<file path="config.mk">
export PLATFORM = sky130hd
export DESIGN_NAME = pcs_port_csr
export DESIGN_NICKNAME = d
export VERILOG_FILES = /design/src/verilog/pcs_pkg.sv /design/src/verilog/pcs_port_csr.sv
export VERILOG_INCLUDE_DIRS = /design/src /design/src/verilog
export SDC_FILE = /design/constraint.sdc
export NUM_CORES = 1
export LEC_CHECK = 0
export BUFFER_PORTS_ARGS = -buffer_cell sky130_fd_sc_hd__buf_4
export CORE_MARGIN = 3
export CORE_UTILIZATION = 45
export DETAILED_ROUTE_END_ITERATION = 10
export PLACE_DENSITY = 0.74
export SYNTH_ARGS = -nofsm -noshare
export SYNTH_HDL_FRONTEND = slang
export SYNTH_SLANG_ARGS = --single-unit
</file>
<file path="constraint.sdc">
create_clock -name clk_i -period 3.2 [get_ports clk_i]
set_clock_uncertainty 0.1 [all_clocks]
set_input_delay 0.96 -clock clk_i [delete_from_list [all_inputs] [get_ports clk_i]]
set_output_delay 0.96 -clock clk_i [all_outputs]
set_load 0.05 [all_outputs]
</file>
<file path="src/verilog/pcs_consts.svh">
// constants for the port control and ackID status register bank
`ifndef PCS_CONSTS_SVH
`define PCS_CONSTS_SVH

// bus geometry
`define PCS_ADR_W 12
`define PCS_DAT_W 32
`define PCS_SEL_W 4
`define PCS_ID_W 5
`define PCS_IRQ_W 3

// register byte offsets
`define PCS_OFF_GEN_CTRL 12'h13C
`define PCS_OFF_ACK_CNT 12'h148
`define PCS_OFF_FAULT_ST 12'h158
`define PCS_OFF_IRQ_ST 12'h160
`define PCS_OFF_IRQ_MASK 12'h164

// general control fields
`define PCS_HOST_BIT 31
`define PCS_PERMIT_BIT 30
`define PCS_FOUND_BIT 29

// ack counter fields (low bit of each 5-bit field)
`define PCS_RX_ID_LSB 24
`define PCS_ACK_ID_LSB 8
`define PCS_TX_ID_LSB 0

// fault status fields
`define PCS_TX_RTY_SEEN_BIT 20
`define PCS_TX_RTY_BLK_BIT 19
`define PCS_TX_RTY_HALT_BIT 18
`define PCS_TX_FLT_SEEN_BIT 17
`define PCS_TX_FLT_HALT_BIT 16
`define PCS_RX_RTY_HALT_BIT 10
`define PCS_RX_FLT_SEEN_BIT 9
`define PCS_RX_FLT_HALT_BIT 8

// interrupt status bit positions
`define PCS_IRQ_TX_RTY 0
`define PCS_IRQ_TX_FLT 1
`define PCS_IRQ_RX_FLT 2

// reset values
`define PCS_RST_BIT 1'b0
`define PCS_RST_ID 5'h00
`define PCS_RST_WORD 32'h0000_0000
`define PCS_RST_IRQ 3'h0

`endif

</file>
<file path="src/verilog/pcs_pkg.sv">
// types shared by the port control and ackID status register bank
`default_nettype none
`include "pcs_consts.svh"

package pcs_pkg;

  // output port recovery states
  typedef enum logic [2:0] {
    PCS_TX_OK = 3'b001,
    PCS_TX_RTY = 3'b010,
    PCS_TX_ERR = 3'b100
  } pcs_tx_st_e;

  // input port recovery states
  typedef enum logic [2:0] {
    PCS_RX_OK = 3'b001,
    PCS_RX_RTY = 3'b010,
    PCS_RX_ERR = 3'b100
  } pcs_rx_st_e;

  // wishbone request from the master
  typedef struct packed {
    logic cyc;
    logic stb;
    logic we;
    logic [`PCS_ADR_W-1:0] adr;
    logic [`PCS_SEL_W-1:0] sel;
    logic [`PCS_DAT_W-1:0] dat;
  } pcs_wb_req_s;

  // wishbone answer to the master
  typedef struct packed {
    logic ack;
    logic [`PCS_DAT_W-1:0] dat;
  } pcs_wb_rsp_s;

  // control symbols and packets decoded from the link, one-cycle pulses
  typedef struct packed {
    logic pkt;
    logic [`PCS_ID_W-1:0] pkt_id;
    logic pkt_bad;
    logic space_ok;
    logic accepted;
    logic [`PCS_ID_W-1:0] acc_id;
    logic retry;
    logic not_accepted;
    logic restart;
    logic link_req;
    logic link_resp;
    logic [`PCS_ID_W-1:0] resp_id;
    logic tx_sent;
  } pcs_link_in_s;

  // control symbols to send to the link partner, one-cycle pulses
  typedef struct packed {
    logic restart;
    logic link_req;
    logic accepted;
    logic retry;
    logic not_accepted;
    logic link_resp;
    logic [`PCS_ID_W-1:0] id;
  } pcs_sym_out_s;

  // whole state of the register bank
  typedef struct packed {
    logic host;
    logic permit;
    logic issue_allow;
    logic found;
    logic [`PCS_ID_W-1:0] rx_id;
    logic [`PCS_ID_W-1:0] ack_id;
    logic [`PCS_ID_W-1:0] tx_id;
    pcs_tx_st_e tx_st;
    pcs_rx_st_e rx_st;
    logic tx_retry_seen;
    logic tx_retry_blocked;
    logic tx_fault_seen;
    logic rx_fault_seen;
    logic [`PCS_IRQ_W-1:0] irq_st;
    logic [`PCS_IRQ_W-1:0] irq_mask;
    logic irq;
    pcs_wb_rsp_s wb;
    pcs_sym_out_s sym;
  } pcs_state_s;

endpackage

`default_nettype wire

</file>
<file path="src/verilog/pcs_port_csr.sv">
// port control, ackID tracking and recovery status registers for one serial port
//
// Notes on behaviour
// - bit 31 of general control is a read-write host role bit, reset 0.
// - bit 30 read-write; 0 forbids issuing requests, 1 allows them.
// - in physical-layer-only builds bit 30 is stored but changes nothing.
// - bit 29 read-write discovered flag, reset 0; bits 28..0 read zero.
// - ackID bits 28..24 show next expected received packet id, reset zero.
// - ackID bits 12..8 show next expected acknowledge symbol id, reset zero.
// - ackID bits 4..0 show next transmitted packet id; other bits zero.
// - sticky bit 20 sets whenever output retry halt sets, only on retry symbol.
// - bit 19 sets on retry symbol, clears on accepted or not-accepted.
// - retry symbol halts output (bit 18), sends restart-from-retry, then resumes.
// - sticky bit 17 sets whenever output error halt sets.
// - not-accepted symbol halts output in error stop, shown by bit 16.
// - error stop sends link-request and leaves on link-response.
// - sending packet-retry halts input (bit 10) until restart-from-retry arrives.
// - a packet without buffer space for its priority is answered with retry.
// - sticky bit 9 sets whenever input error halt sets.
// - status bits 31..21 and 15..11 read zero; all flags reset 0.
// - bit 8 shows input halted in error stop after a transmission error.
`default_nettype none
`include "pcs_consts.svh"

module pcs_port_csr #(
  parameter bit PHY_ONLY = 1'b0
) (
  // clock and reset
  input wire logic clk_i,
  input wire logic rst_i,
  // wishbone slave
  input wire pcs_pkg::pcs_wb_req_s wb_i,
  output pcs_pkg::pcs_wb_rsp_s wb_o,
  // link symbol decoder and encoder
  input wire pcs_pkg::pcs_link_in_s link_i,
  output pcs_pkg::pcs_sym_out_s sym_o,
  // configuration levels to the endpoint
  output logic host_role_o,
  output logic issue_allow_o,
  output logic found_o,
  // interrupt
  output logic irq_o
);
  import pcs_pkg::*;

  pcs_state_s st_q;
  pcs_state_s st_d;

  // bus decode helpers
  logic req;
  logic wr_commit;
  logic [`PCS_ADR_W-1:0] word_adr;
  logic [`PCS_DAT_W-1:0] rd_word;
  logic [`PCS_IRQ_W-1:0] irq_evt;
  logic clr_tx_rty;
  logic clr_tx_flt;
  logic clr_rx_flt;

  assign req = wb_i.cyc & wb_i.stb;
  // write lands on the edge where the master sees ack high
  assign wr_commit = req & wb_i.we & st_q.wb.ack;
  assign word_adr = {wb_i.adr[`PCS_ADR_W-1:2], 2'b00};
  assign clr_tx_rty = wr_commit && word_adr == `PCS_OFF_FAULT_ST && wb_i.sel[2] && wb_i.dat[`PCS_TX_RTY_SEEN_BIT];
  assign clr_tx_flt = wr_commit && word_adr == `PCS_OFF_FAULT_ST && wb_i.sel[2] && wb_i.dat[`PCS_TX_FLT_SEEN_BIT];
  assign clr_rx_flt = wr_commit && word_adr == `PCS_OFF_FAULT_ST && wb_i.sel[1] && wb_i.dat[`PCS_RX_FLT_SEEN_BIT];

  // read mux; reserved bits and unmapped words read zero
  always_comb begin
    rd_word = `PCS_RST_WORD;
    unique case (word_adr)
      `PCS_OFF_GEN_CTRL: begin
        rd_word[`PCS_HOST_BIT] = st_q.host;
        rd_word[`PCS_PERMIT_BIT] = st_q.permit;
        rd_word[`PCS_FOUND_BIT] = st_q.found;
      end
      `PCS_OFF_ACK_CNT: begin
        rd_word[`PCS_RX_ID_LSB +: `PCS_ID_W] = st_q.rx_id;
        rd_word[`PCS_ACK_ID_LSB +: `PCS_ID_W] = st_q.ack_id;
        rd_word[`PCS_TX_ID_LSB +: `PCS_ID_W] = st_q.tx_id;
      end
      `PCS_OFF_FAULT_ST: begin
        rd_word[`PCS_TX_RTY_SEEN_BIT] = st_q.tx_retry_seen;
        rd_word[`PCS_TX_RTY_BLK_BIT] = st_q.tx_retry_blocked;
        rd_word[`PCS_TX_RTY_HALT_BIT] = st_q.tx_st == PCS_TX_RTY;
        rd_word[`PCS_TX_FLT_SEEN_BIT] = st_q.tx_fault_seen;
        rd_word[`PCS_TX_FLT_HALT_BIT] = st_q.tx_st == PCS_TX_ERR;
        rd_word[`PCS_RX_RTY_HALT_BIT] = st_q.rx_st == PCS_RX_RTY;
        rd_word[`PCS_RX_FLT_SEEN_BIT] = st_q.rx_fault_seen;
        rd_word[`PCS_RX_FLT_HALT_BIT] = st_q.rx_st == PCS_RX_ERR;
      end
      `PCS_OFF_IRQ_ST: rd_word[`PCS_IRQ_W-1:0] = st_q.irq_st;
      `PCS_OFF_IRQ_MASK: rd_word[`PCS_IRQ_W-1:0] = st_q.irq_mask;
      default: rd_word = `PCS_RST_WORD;
    endcase
  end

  // next state of the whole bank
  always_comb begin
    st_d = st_q;
    irq_evt = `PCS_RST_IRQ;
    st_d.sym = '0;
    // one-cycle ack; data captured together with it
    st_d.wb.ack = req & ~st_q.wb.ack;
    st_d.wb.dat = (req & ~st_q.wb.ack) ? rd_word : `PCS_RST_WORD;

    // software writes to control and mask
    if (wr_commit && word_adr == `PCS_OFF_GEN_CTRL && wb_i.sel[3]) begin
      st_d.host = wb_i.dat[`PCS_HOST_BIT];
      st_d.permit = wb_i.dat[`PCS_PERMIT_BIT];
      st_d.found = wb_i.dat[`PCS_FOUND_BIT];
    end
    if (wr_commit && word_adr == `PCS_OFF_IRQ_MASK && wb_i.sel[0]) begin
      st_d.irq_mask = wb_i.dat[`PCS_IRQ_W-1:0];
    end
    // phy-only builds keep the bit but always let the endpoint issue
    st_d.issue_allow = PHY_ONLY ? 1'b1 : st_q.permit;

    // transmit side ackID counter advances per packet sent
    if (link_i.tx_sent) begin
      st_d.tx_id = st_q.tx_id + 5'h01;
    end

    // output port recovery
    unique case (st_q.tx_st)
      PCS_TX_OK: begin
        if (link_i.accepted && link_i.acc_id == st_q.ack_id) begin
          st_d.ack_id = st_q.ack_id + 5'h01;
        end
        // not-accepted outranks retry if both arrive together
        if (link_i.not_accepted) begin
          st_d.tx_st = PCS_TX_ERR;
          st_d.tx_fault_seen = 1'b1;
          irq_evt[`PCS_IRQ_TX_FLT] = 1'b1;
          st_d.sym.link_req = 1'b1;
        end else if (link_i.retry) begin
          st_d.tx_st = PCS_TX_RTY;
          st_d.tx_retry_seen = 1'b1;
          irq_evt[`PCS_IRQ_TX_RTY] = 1'b1;
          // resend from the oldest unacknowledged packet
          st_d.tx_id = st_q.ack_id;
        end
      end
      PCS_TX_RTY: begin
        // one cycle in the halt, then restart the partner's input
        st_d.sym.restart = 1'b1;
        st_d.tx_st = PCS_TX_OK;
      end
      PCS_TX_ERR: begin
        // partner reports the id it expects next; both counters resync
        if (link_i.link_resp) begin
          st_d.tx_st = PCS_TX_OK;
          st_d.ack_id = link_i.resp_id;
          st_d.tx_id = link_i.resp_id;
        end
      end
      default: st_d.tx_st = PCS_TX_OK;
    endcase

    // blocked flag follows retry and acknowledge symbols
    if (link_i.retry) begin
      st_d.tx_retry_blocked = 1'b1;
    end else if (link_i.accepted || link_i.not_accepted) begin
      st_d.tx_retry_blocked = 1'b0;
    end

    // input port recovery
    unique case (st_q.rx_st)
      PCS_RX_OK: begin
        if (link_i.pkt) begin
          st_d.sym.id = link_i.pkt_id;
          if (link_i.pkt_bad || link_i.pkt_id != st_q.rx_id) begin
            st_d.rx_st = PCS_RX_ERR;
            st_d.rx_fault_seen = 1'b1;
            irq_evt[`PCS_IRQ_RX_FLT] = 1'b1;
            st_d.sym.not_accepted = 1'b1;
          end else if (!link_i.space_ok) begin
            st_d.sym.retry = 1'b1;
            st_d.rx_st = PCS_RX_RTY;
          end else begin
            st_d.sym.accepted = 1'b1;
            st_d.rx_id = st_q.rx_id + 5'h01;
          end
        end
      end
      PCS_RX_RTY: begin
        // packets arriving here are dropped until the restart
        if (link_i.restart) begin
          st_d.rx_st = PCS_RX_OK;
        end
      end
      PCS_RX_ERR: begin
        // answer the partner's link-request with our expected id
        if (link_i.link_req) begin
          st_d.sym.link_resp = 1'b1;
          st_d.sym.id = st_q.rx_id;
          st_d.rx_st = PCS_RX_OK;
        end
      end
      default: st_d.rx_st = PCS_RX_OK;
    endcase

    // write-one-to-clear; a set in the same cycle wins
    if (clr_tx_rty && !(st_q.tx_st == PCS_TX_OK && link_i.retry && !link_i.not_accepted)) begin
      st_d.tx_retry_seen = 1'b0;
    end
    if (clr_tx_flt && !(st_q.tx_st == PCS_TX_OK && link_i.not_accepted)) begin
      st_d.tx_fault_seen = 1'b0;
    end
    if (clr_rx_flt && !irq_evt[`PCS_IRQ_RX_FLT]) begin
      st_d.rx_fault_seen = 1'b0;
    end

    // interrupt status, same set-over-clear order
    if (wr_commit && word_adr == `PCS_OFF_IRQ_ST && wb_i.sel[0]) begin
      st_d.irq_st = st_q.irq_st & ~wb_i.dat[`PCS_IRQ_W-1:0];
    end
    st_d.irq_st = st_d.irq_st | irq_evt;
    st_d.irq = |(st_d.irq_st & st_d.irq_mask);
  end

  // state register
  always_ff @(posedge clk_i) begin
    if (rst_i) begin
      st_q <= '0;
      st_q.tx_st <= PCS_TX_OK;
      st_q.rx_st <= PCS_RX_OK;
      st_q.issue_allow <= PHY_ONLY;
    end else begin
      st_q <= st_d;
    end
  end

  // outputs straight from the state register
  assign wb_o = st_q.wb;
  assign sym_o = st_q.sym;
  assign host_role_o = st_q.host;
  assign issue_allow_o = st_q.issue_allow;
  assign found_o = st_q.found;
  assign irq_o = st_q.irq;
endmodule

`default_nettype wire
</file>
### Word level (Yosys, flattened, before mapping)

Index checks and enable logic that the tools add are counted.

* bits in registers: 80
* output and inout port bits: 48
* input port bits: 78

* multiplexer cells: 33
* $add $sub $neg: 3
* bitwise operators: 19
* reductions and logical operators: 46
* equal/unequal tests: 20

Operators by type and width (number)
* $eq A10 B7 Y1 const B: 5
* $mux W3: 8
* $mux W5: 4
* $pmux W10 S2: 1
* $logic_and A1 B1 Y1: 19
* $pmux W3 S3: 2
* $add A5 B1 Y5 const B: 3
* $reduce_or A3 Y1: 5
* $mux W13: 1
* $pmux W3 S2: 2
* $reduce_or A2 Y1: 6
* $mux W1: 11
* $not A1 Y1: 11
* $ne A2 B2 Y1 const B: 5
* $pmux W5 S2: 1
* $reduce_and A3 Y1: 3
* $mux W8: 1
* $reduce_and A4 Y1: 2
* $and A3 B3 Y3: 2
* $eq A3 B1 Y1 const B: 2
* $eq A3 B2 Y1 const B: 2
* $eq A3 B3 Y1 const B: 2
* $mux W6: 1
* $ne A3 B3 Y1 const B: 2
* 11 further kinds: 20

### Logic depth before layout (Yosys ltp)

Gate-level depths: netlist (run 1).

* depth after elaboration: 9
* mapped depth: 6

### Worst setup path after synthesis (run 1)

OpenSTA, ideal clock, no wires.

* kind: input port to flip-flop
* start: input port wb_i[40] (netlist name)
* end: register st_q, in the netlist irq_o
* stages: 5
* slack: 0.780 ns
* data arrival time: 2.224 ns
* cell sequence: or3_4 > nor4_4 > mux2i_1 > or3_1 > o311ai_1

* word-level cells in the longest chain between the ends: 7

Ends and longest elaborated chain
* start: declaration: RTL line pcs_port_csr.sv:32 `input wire pcs_pkg::pcs_wb_req_s wb_i,`
* $eq A10 B7 Y1
* $logic_and A1 B1 Y1 (no line)
* $logic_and A1 B1 Y1: RTL line pcs_port_csr.sv:214 `` if (wr_commit && word_adr == `PCS_OFF_IRQ_ST && wb_i.sel[0]) begin ``
* $mux W3: RTL line pcs_port_csr.sv:214
* $or A3 B3 Y3: RTL line pcs_port_csr.sv:217 `st_d.irq_st = st_d.irq_st | irq_evt;`
* $and A3 B3 Y3 (*): RTL line pcs_port_csr.sv:218 `st_d.irq = |(st_d.irq_st & st_d.irq_mask);`
* $reduce_or A3 Y1 (*): RTL line pcs_port_csr.sv:218
* end signal: assignment: RTL line pcs_port_csr.sv:229 `st_q <= st_d;`
* end: declaration: RTL line pcs_port_csr.sv:46 `pcs_state_s st_q;`

Mark *: on every way between the ends. The rest lies on a longest branch, timed or not.
A chain may end at the register's enable or synchronous reset.

### Final worst setup path (run 1)

* start: input port wb_i[45] (netlist name)
* end: register st_q, in the netlist irq_o

The elaborated chain is that of the path after synthesis.

==> metrics.md, run 1 <==
| Metric | Value |
|---|---|
| Layout cells sized above 1 | 0.292 |
| Routed Antenna Nets | 0 |
| Non-filler cells, final | around 530 |
| Worst min path class | reg2reg |
| Main combinational cell family by area after synthesis | simple AND/OR/NAND/NOR gates |
| Relative slew slack | 0.636 |
| IO buf count | 91 |
| Simple-gate share of the synthesized area | 0.256 |
| Post-layout util | 0.575 |
| Hold Buf Count CTS | 0 |
| Mux share of post-synthesis cell area | 0.0401 |
| Ant. Diodes | 0 |
| Residual DRC | 0 |
| Drt initial violations | around 130 |
| Crit-path slowest cell | nor4_2 |
| Die Footprint | 0.00856 sq mm |
| Sequential cell area fraction in the yosys report | 0.422 |
| Setup CP Type | in2reg |
| Post-synth EDFFs | 0 |
| Synth cell types | between 50 and 60 |
| Worst setup SP type | primary input |
| RSZ-0062 raised after global routing | false |
| Crit share post-route | 0.755 |
| Detail Placement HPWL | ~5800 microns |
| Commonest non-fill, non-tap cell in the layout | buf_4 |
| Vias in the first global route | roughly 2,600 |
| Clk Latency, worst-skew pair | between 0.3 and 0.4 ns |
| # IOs | approximately 130 |
| Overall Global Routing Usage | 0.177 |
| CTS resizes | 0 |
| Hold depth | 1 |
| Worst-path fanout max | 5 |
| Flop and latch count out of synthesis | between 70 and 80 |
| Drt wl/cell | about 14 microns |
| Syn-to-layout area delta | 19.9% |
| Most frequent cells in the layout | buf_4, dfxtp_1, nor2_1, nand2_1, and2_1 |
| Post-synth top flop | dfxtp_1 |
| Post-Place Cells | slightly above 500 |
| Die Wd | 92.5 microns |
| Pleak | 1.70 nW |
| Max VDD drop | 0.000238 V |
| Max-cap viol count | 0 |
| First-pass GRT wire length | 12,000 microns |
| Final min period | roughly 2.4 ns |
| Final setup fails | 0 |
| Worst R2R Start | st_q[58] |
| Post-Synth XOR/XNOR Area | 0.0494 |
| Reg clk slew, reported paths | roughly 0.08 ns |
| Worst Tran Pin Value | around 0.54 ns |
| Setup slack, reg-to-reg | 1.16 ns |
| Crit end category | flip-flop |
| Standard-cell row count | 30 |
| Avg Inst Size Synth | a little over 9 sq um |
| CP arrival | 2.57 ns |
| Synth Area in Compound Gates | 0.104 |
| Outcome | complete, no violations |
| CTS buffer count | 9 |
| CP Cell Sequence | buf_4 > nand4bb_1 > nor4_2 > and3_1 > a32oi_1 > o311ai_1 |
| Starting Density | 0.480 |
| Synthesized instance count | 366 |
| WHS Endpoint | wb_o[19] |
| Total wire length | between 7000 and 8000 microns |
| Core area | 0.00702 sq mm |
| P per Cell Area | approximately 440 mW/mm^2 |
| DR vias | between 2,000 and 3,000 |
| R2R Path End | st_q[70] |
| Max stage delay on crit path | 0.55 ns |
| # H-tree levels | 3 |
| Setup TNS | 0 ns |
| Max-slew violations | 0 |
| Die H | 92.5 microns |
| CTS tree | built |
| FMAX | 414 MHz |
| Ys async rst share | 0 |
| DRT Pass-1 Iters | 4 |
| CTS Buffer Depth | 2 |
| Hold WS | roughly 0.37 ns |
| Initial antenna violation count | 0 |
| Root buffer cell | clkbuf_8 |
| Pin count of the biggest net entering global routing | 46 |
| Grt total ovfl | 0 |
| CTS sink count | 71 |
| Placer Congestion | slightly above 0.8 |
| Post-Synth Adder-Cell Area | 0.0111 |
| Synthesized area | 0.00337 sq mm |
| YS warnings | 0 |
| WP data required | approximately 3.4 ns |
| Nets | between 500 and 600 |
| Vias per inst | 5.09 |
| Min-delay src | st_q[53] |
| Post-CTS setup buffers | 0 |
| Reg2Reg Depth | 5 |
| Hold Violations, Final | 0 |
==> layout make-up <==
cell class                 count  area, sq um
inverter                       3         11.3
timing repair buffer          97          728
clock buffer                   9          124
sequential                    71         1420
clock inverter                 7         47.5
multi-input combinational    244         1590
tap                           96          120
fill                         635         2980
==> stage by stage <==
| step | setup slack (ns) | area, sq um | total power (W) |
|---|---|---|---|
| 2_1_floorplan | 0.780 | 3400 | 0.00110 |
| 3_3_place_gp | 0.528 | 3870 | 0.00118 |
| 3_5_place_dp | 0.449 | 3870 | 0.00118 |
| 4_1_cts | 0.806 | 4040 | 0.00180 |
| 5_1_grt | 0.721 | 4040 | 0.00186 |
| 6_report | 0.783 | 4040 | 0.00178 |
==> logic make-up (layout without fill, tap and decap cells) <==
group                    Yosys count  count (layout)
AND/OR/NAND/NOR                  150             150
flip-flops                        71              71
buffers and inverters             59             116
AO/OA/AOI/OAI                     50              50
adder cells (fa/ha/maj)            3               3
XOR/XNOR                          19              19
multiplexers                      13              13
other                              1               9
==> per-layer routing <==
metal,wire (microns),GRT usage,vias up
met2,3660,0.292,85
met3,480,0.0634,17
met1,3150,0.210,1226
li1,-,-,1356
met4,136,0.0693,0
met5,0,0,-
==> worst max-delay path, delay by kind of cell <==
family,cells,cell delay (ns)
simple gates,3,1.12
compound gates,2,0.37
buf+inv,1,0.12
==> Yosys cell counts, types with 2 or more instances <==
| cell type | instances | area (sq um) |
|---|---|---|
| dfxtp_1 | 71 | 1420 |
| nor2_1 | 46 | 173 |
| buf_4 | 44 | 330 |
| nand2_1 | 23 | 86.3 |
| and2_1 | 16 | 100 |
| a21oi_1 | 15 | 75.1 |
| a22oi_1 | 10 | 75.1 |
| nand4_1 | 10 | 62.6 |
| xnor2_1 | 10 | 87.6 |
| mux2i_1 | 9 | 90.1 |
| xor2_1 | 9 | 78.8 |
| clkbuf_1 | 7 | 26.3 |
| nand3_1 | 7 | 35.0 |
| nor3_1 | 6 | 30.0 |
| nor3b_1 | 5 | 37.5 |
| mux2_2 | 4 | 45.0 |
| nor4_1 | 4 | 25.0 |
| nor4bb_1 | 4 | 40.0 |
| o21ai_0 | 4 | 20.0 |
| a31oi_1 | 3 | 18.8 |
| and3_1 | 3 | 18.8 |
| buf_2 | 3 | 15.0 |
| ha_1 | 3 | 37.5 |
| inv_1 | 3 | 11.3 |
| nand2b_1 | 3 | 18.8 |
| nand4bb_1 | 3 | 33.8 |
| nor2b_1 | 3 | 18.8 |
| or3_1 | 3 | 18.8 |
| a21bo_2 | 2 | 20.0 |
| a22o_1 | 2 | 17.5 |
| a311oi_1 | 2 | 17.5 |
| and4_1 | 2 | 17.5 |
| buf_1 | 2 | 7.51 |
| nand4b_1 | 2 | 17.5 |
| nor4_4 | 2 | 42.5 |
| o21a_1 | 2 | 15.0 |
==> where the power goes <==
| group | total [W] | internal (W) | switching [W] |
|---|---|---|---|
| Sequential | 0.000927 | 0.000906 | 0.0000211 |
| Combinational | 0.000237 | 0.000102 | 0.000135 |
| Clock | 0.000614 | 0.000280 | 0.000334 |
==> registers in the layout (all words and copies together), names as in the netlist <==
| name | flops |
|---|---|
| st_q | 31 |
| wb_o | 24 |
| sym_o | 11 |
| found_o | 1 |
| host_role_o | 1 |
| irq_o | 1 |
| issue_allow_o | 1 |
| st_d | 1 |
==> worst max-delay path by stage <==
stage | from | endpoint | slack [ns] | depth (start not counted)
after floorplan | wb_i[40] | irq_o | 0.78 | 5
after global placement | wb_i[40] | irq_o | 0.53 | 6
after detailed placement | wb_i[45] | irq_o | 0.45 | 6
after CTS | wb_i[45] | irq_o | 0.81 | 6
after global routing | wb_i[45] | irq_o | 0.72 | 6
final | wb_i[45] | irq_o | 0.78 | 6
Note: power is estimated with default switching activity, not from simulation.
==> run 2: changes to the inputs <==
--- a/config.mk
+++ b/config.mk
@@ -8,9 +8,9 @@
 export LEC_CHECK = 0
 export BUFFER_PORTS_ARGS = -buffer_cell sky130_fd_sc_hd__buf_4
 export CORE_MARGIN = 3
-export CORE_UTILIZATION = 45
+export CORE_UTILIZATION = 44
 export DETAILED_ROUTE_END_ITERATION = 10
-export PLACE_DENSITY = 0.74
+export PLACE_DENSITY = 0.76
 export SYNTH_ARGS = -nofsm -noshare
 export SYNTH_HDL_FRONTEND = slang
 export SYNTH_SLANG_ARGS = --single-unit
==> constraint.sdc (replaced) <==
create_clock -name clk_i -period 2 [get_ports clk_i]
set_clock_uncertainty 0.1 [all_clocks]
set_input_delay 0.6 -clock clk_i [delete_from_list [all_inputs] [get_ports clk_i]]
set_output_delay 0.6 -clock clk_i [all_outputs]
set_load 0.05 [all_outputs]
==> metrics.md, run 2 (synthesis results as in run 1) <==
| Metric | Value |
|---|---|
| Outcome | complete, no violations |
| Most frequent cells in the layout | buf_4, dfxtp_1, nor2_1, nand2_1, and2_1 |
| Fillers | 661 (+4.1%) |
| Crit share post-route | 0.935 |
| Die Wd | 93.5 microns (+1.1%) |
| Placer Congestion | 0.868 (+4.5%) |
| Area of the multi-input gates | 0.00162 sq mm (+2.0%) |
| Grt total ovfl | 0 (unchanged) |
| Starting Density | 0.459 (-0.0204) |
| Root buffer cell | clkbuf_8 |
| Worst setup SP type | primary input |
| Pleak | 1.84 nW (+8.2%) |
| Largest register by flop count | st_q |
| Routed Antenna Nets | 0 (unchanged) |
| Vias per inst | 5.08 (-0.33%) |
| # H-tree levels | 3 (unchanged) |
| Reg clk slew, reported paths | 0.07 ns (about the same) |
| Pin count of the biggest net entering global routing | 46 (unchanged) |
| DRT Pass-1 Iters | 4 (unchanged) |
| Vias in the first global route | 2,743 (+4.6%) |
| CP Cell Sequence | buf_4 > or3_4 > nor4_4 > mux2i_1 > or3_1 > o311ai_1 |
| Crit-path slowest cell | or3_4 |
| Nets | 531 (+4.7%) |
| Hold WS | 0.362 ns (-0.00443 ns) |
| Crit-path leading delay family | simple AND/OR/NAND/NOR gates |
| Worst min path class | reg2reg |
| # IOs | 126 (unchanged) |
| Setup slack, reg-to-reg | 0.19 ns (-0.97 ns) |
| FMAX | approximately 530 MHz |
| Die H | 93.5 microns (+1.1%) |
| Residual DRC | 0 (unchanged) |
| Crit end category | flip-flop |
| Worst R2R Start | st_q[68] |
| Layout cells sized above 1 | 0.333 (+0.0403) |
| R2R Path End | st_q[70] |
| DR vias | 2,807 (+4.6%) |
| Final min period | between 1.5 and 2 ns |
| Drt wl/cell | 14.8 microns (+4.6%) |
| CTS buffer count | 9 (unchanged) |
| P per Cell Area | 708 mW/mm^2 (+61%) |
| First-pass GRT wire length | 13,100 microns (+8.5%) |
| Post-Place Cells | 537 (+5.1%) |
| Min-delay src | st_q[54] |
| Initial antenna violation count | 0 (unchanged) |
| Standard-cell row count | 31 (+3.3%) |
| Max stage delay on crit path | 0.43 ns (-0.12 ns) |
| CTS sink count | 71 (unchanged) |
| Hold Violations, Final | 0 (unchanged) |
| RSZ-0062 raised after global routing | false |
| Drt initial violations | 116 (-11%) |
| IO buf count | 91 (unchanged) |
| CTS tree | built |
| Syn-to-layout area delta | 27.4% |
| Ant. Diodes | 0 (unchanged) |
| Largest register FFs | 31 (unchanged) |
| Reg2Reg Depth | 5 (unchanged) |
| Core area | 0.00733 sq mm (+4.4%) |
| CP arrival | 2.00 ns (-0.57 ns) |
| Overall Global Routing Usage | 0.191 (+0.0140) |
| Die Footprint | 0.00874 sq mm (+2.1%) |
| Clk Latency, worst-skew pair | 0.33 ns (about the same) |
| Total wire length | 8160 microns (+9.8%) |
| Hold Buf Count CTS | 0 (unchanged) |
| Final setup fails | 0 (unchanged) |
| Detail Placement HPWL | 6140 microns (+6.5%) |
| CP bufs+invs | 1 (unchanged) |
| Max-slew violations | 0 (unchanged) |
| Sequential cell area | 0.00142 sq mm (unchanged) |
| WP data required | 2.13 ns (-1.22 ns) |
| Max VDD drop | 0.000349 V (+46%) |
| Worst-path fanout max | 4 (-1) |
| Setup CP Type | in2reg |
| CTS Buffer Depth | 2 (unchanged) |
| Commonest non-fill, non-tap cell in the layout | buf_4 |
| WHS Endpoint | wb_o[20] |
| Non-filler cells, final | 553 (+4.9%) |
| Hold depth | 1 (unchanged) |
| Max-cap viol count | 0 (unchanged) |
run 2: changes by cell type in the layout (fill, tap and decap cells not counted):
| cell | before | now |
|---|---|---|
| nor4_4 | 2 | 3 |
| nand4bb_1 | 3 | 2 |
| nor4_1 | 4 | 3 |
| buf_12 | 0 | 1 |
| nand4bb_4 | 0 | 1 |
| clkinv_4 | 1 | 0 |
| clkbuf_8 | 9 | 11 |
| o21ai_1 | 0 | 1 |
| inv_6 | 1 | 0 |
| o21ai_0 | 4 | 3 |
| buf_4 | 97 | 120 |
| clkinvlp_4 | 2 | 0 |
| bufinv_16 | 0 | 1 |
run 2: layout make-up:
type                       count  share of cell area
tap                           99              0.0289
clock buffer                  11              0.0353
sequential                    71               0.331
clock inverter                 4              0.0105
multi-input combinational    244               0.377
inverter                       3             0.00262
timing repair buffer         121               0.215
run 2: power breakdown:
group          leakage (nW)  internal (W)  switching, W
Sequential            0.576       0.00145     0.0000370
Clock                 0.105      0.000631      0.000498
Combinational          1.16      0.000194      0.000230
run 2: through the flow:
| stage | total power, W | util | TNS [ns] | setup WS (ns) | cell area (sq um) |
|---|---|---|---|---|---|
| global placement | 0.00192 | 0.558 | -0.851 | -0.177 | 4090 |
| global route | 0.00318 | 0.585 | 0 | 0.0280 | 4290 |
| finish | 0.00304 | 0.585 | 0 | 0.130 | 4290 |
| CTS | 0.00306 | 0.585 | 0 | 0.128 | 4290 |
| detailed placement | 0.00193 | 0.558 | -1.77 | -0.209 | 4090 |
| floorplan | 0.00177 | - | 0 | 0.0167 | 3430 |
run 2: metal layers:
layer,vias to the layer above,track usage,wire (microns)
li1,1398,-,-
met1,1315,0.235,3480
met2,83,0.320,4120
met3,11,0.0442,452
met4,0,0.0781,116
met5,-,0,0
run 2: worst max-delay path by stage:
stage                     startpoint       end  slack, ns  cells past startpoint
after floorplan             wb_i[38]     irq_o       0.02                      6
after global placement      wb_i[45]     irq_o      -0.18                      6
after detailed placement    wb_i[45]     irq_o      -0.21                      6
after CTS                   wb_i[45]     irq_o       0.13                      6
after global routing        st_q[68]  st_q[70]       0.03                      5
final                       wb_i[40]     irq_o       0.13                      6
run 2: what timing repair did:
| action | in CTS | in global routing |
|---|---|---|
| setup endpoints to repair | 1 | 1 |
| gates resized for setup | 0 | 1 |
| buffers inserted | 1 | 0 |
==> run 3: changes to the inputs <==
--- a/config.mk
+++ b/config.mk
@@ -6,11 +6,11 @@
 export SDC_FILE = /design/constraint.sdc
 export NUM_CORES = 1
 export LEC_CHECK = 0
-export BUFFER_PORTS_ARGS = -buffer_cell sky130_fd_sc_hd__buf_4
+export CAP_MARGIN = 30
 export CORE_MARGIN = 3
-export CORE_UTILIZATION = 44
+export CORE_UTILIZATION = 45
 export DETAILED_ROUTE_END_ITERATION = 10
-export PLACE_DENSITY = 0.76
+export DONT_BUFFER_PORTS = 1
 export SYNTH_ARGS = -nofsm -noshare
 export SYNTH_HDL_FRONTEND = slang
 export SYNTH_SLANG_ARGS = --single-unit
==> metrics.md, run 3 (synthesis results as in run 1) <==
| Metric | Value |
|---|---|
| Setup slack, reg-to-reg | 0.26 ns (+0.07 ns) |
| Syn-to-layout area delta | 5.46% |
| Hold Violations, Final | 0 (unchanged) |
| Crit share post-route | 0.868 (-0.0666) |
| Tot Pwr | 0.00273 W (-10%) |
| Hold depth | 1 (unchanged) |
| Starting Density | 0.480 (+0.0204) |
| CTS buffer count | 9 (unchanged) |
| Max VDD drop | 0.000316 V (-9.3%) |
| Setup TNS | 0 ns (unchanged) |
| Worst setup SP type | flip-flop |
| DR vias | 2,432 (-13%) |
| Detail Placement HPWL | 5610 microns (-8.6%) |
| Placer Congestion | 0.857 (-1.2%) |
| First-pass GRT wire length | 11,900 microns (-9.0%) |
| Overall Global Routing Usage | 0.178 (-0.0132) |
| Root buffer cell | clkbuf_8 |
| Standard-cell row count | 30 (-3.2%) |
| Relative slew slack | 0.644 |
| Vias per inst | 5.30 (+4.4%) |
| IO buf count | 0 (-100%) |
| RSZ-0062 raised after global routing | false |
| Post-layout util | 0.506 (-0.0794) |
| Worst Tran Pin Value | around 0.53 ns |
| Crit path depth | 6 (unchanged) |
| # IOs | 126 (unchanged) |
| Ant. Diodes | 0 (unchanged) |
| Worst min path class | in2reg |
| Max stage delay on crit path | 0.38 ns (-0.05 ns) |
| Nets | 439 (-17%) |
| Setup CP Type | reg2reg |
| Die Footprint | 0.00856 sq mm (-2.1%) |
| Top Layer Used | met4 |
| Crit-path leading delay family | simple AND/OR/NAND/NOR gates |
| Initial antenna violation count | 0 (unchanged) |
| CP arrival | 1.88 ns (-0.12 ns) |
| Drt wl/cell | 16.0 microns (+8.6%) |
| Hold Buf Count CTS | 0 (unchanged) |
| Max-cap viol count | 0 (unchanged) |
| CTS tree | built |
| Largest register by flop count | st_q |
| Die Wd | 92.5 microns (-1.0%) |
| Grt total ovfl | 0 (unchanged) |
| Reg clk slew, reported paths | 0.07 ns (about the same) |
| Crit-path slowest cell | dfxtp_1 |
| Clk Latency, worst-skew pair | 0.34 ns (about the same) |
| CTS sink count | 71 (unchanged) |
| Drt initial violations | 100 (-14%) |
| Reg2Reg Depth | 6 (+1) |
| Most frequent cells in the layout | dfxtp_1, nor2_1, buf_4, nand2_1, and2_1 |
| P per Cell Area | 769 mW/mm^2 (+8.6%) |
| DRT Pass-1 Iters | 4 (unchanged) |
| Pleak | 1.35 nW (-27%) |
| Outcome | complete, no violations |
| WP data required | 2.15 ns (+0.02 ns) |
| Final min period | 1.74 ns (-0.133 ns) |
| Worst-path fanout max | 7 (+3) |
| # H-tree levels | 3 (unchanged) |
| FMAX | 576 MHz (+7.7%) |
| Residual DRC | 0 (unchanged) |
| Commonest non-fill, non-tap cell in the layout | dfxtp_1 |
| Layout cells sized above 1 | 0.165 (-0.167) |
| Wire length on met2 | 3530 microns (-14%) |
| Final setup fails | 0 (unchanged) |
| Crit end category | flip-flop |
| Vias in the first global route | 2,338 (-15%) |
| CP bufs+invs | 1 (unchanged) |
| CP Cell Sequence | nor3b_4 > buf_4 > nand2_1 > a31o_2 > or3_1 > o311ai_1 |
| Routed Antenna Nets | 0 (unchanged) |
| Max-slew violations | 0 (unchanged) |
| Total wire length | 7360 microns (-9.9%) |
| Pin count of the biggest net entering global routing | 47 (+2.2%) |
| CTS Buffer Depth | 2 (unchanged) |
| Post-Route M1 WL | 3210 microns (-7.8%) |
| Core area | 0.00702 sq mm (-4.2%) |
| Largest register FFs | 31 (unchanged) |
| Die H | 92.5 microns (-1.0%) |
| Met3 WL | 523 microns (+16%) |
[run 3: per-layer routing]
metal	GRT usage	up-vias
li1	-	1218
met1	0.230	1139
met2	0.277	65
met3	0.0536	10
met4	0.0705	0
met5	0	-
[run 3: worst paths after layout]
| path | from | to |
|---|---|---|
| worst max-delay path | st_q[60] | irq_o |
| worst min register to register | st_q[53] | wb_o[19] |
| worst min-delay path | rst_i | found_o |
| worst max register to register | st_q[60] | irq_o |
[run 3: repair_timing]
action | in CTS | in global routing
hold endpoints to repair | 0 | 0
resized for setup | 0 | 0
buffers inserted | 0 | 2
endpoints found under the setup margin | 0 | 1
[run 3: layout make-up]
type	count	area, sq um
clock buffers	9	124
clock inverters	7	40.0
fillers	714	3470
inverters	3	11.3
multi-input cells	244	1620
flip-flops and latches	71	1420
well taps	96	120
repair buffers	29	218
[run 3: report_power, final]
part           switching, W  total, W  leakage [nW]  internal (W)
registers         0.0000595   0.00151         0.576       0.00145
clock network      0.000528  0.000966        0.0846      0.000438
logic              0.000141  0.000257         0.690      0.000116
[run 3: metrics by stage]
stage                     instance area [sq um]  hold WS, ns  instances  setup slack [ns]
after global routing                       3550        0.212        459            0.0982
after floorplan                            3430        0.330        374            0.0167
after CTS                                  3540        0.211        457             0.121
after detailed placement                   3370        0.348        441           -0.0855
after global placement                     3370        0.346        441           -0.0796
final                                      3550        0.223        459             0.264
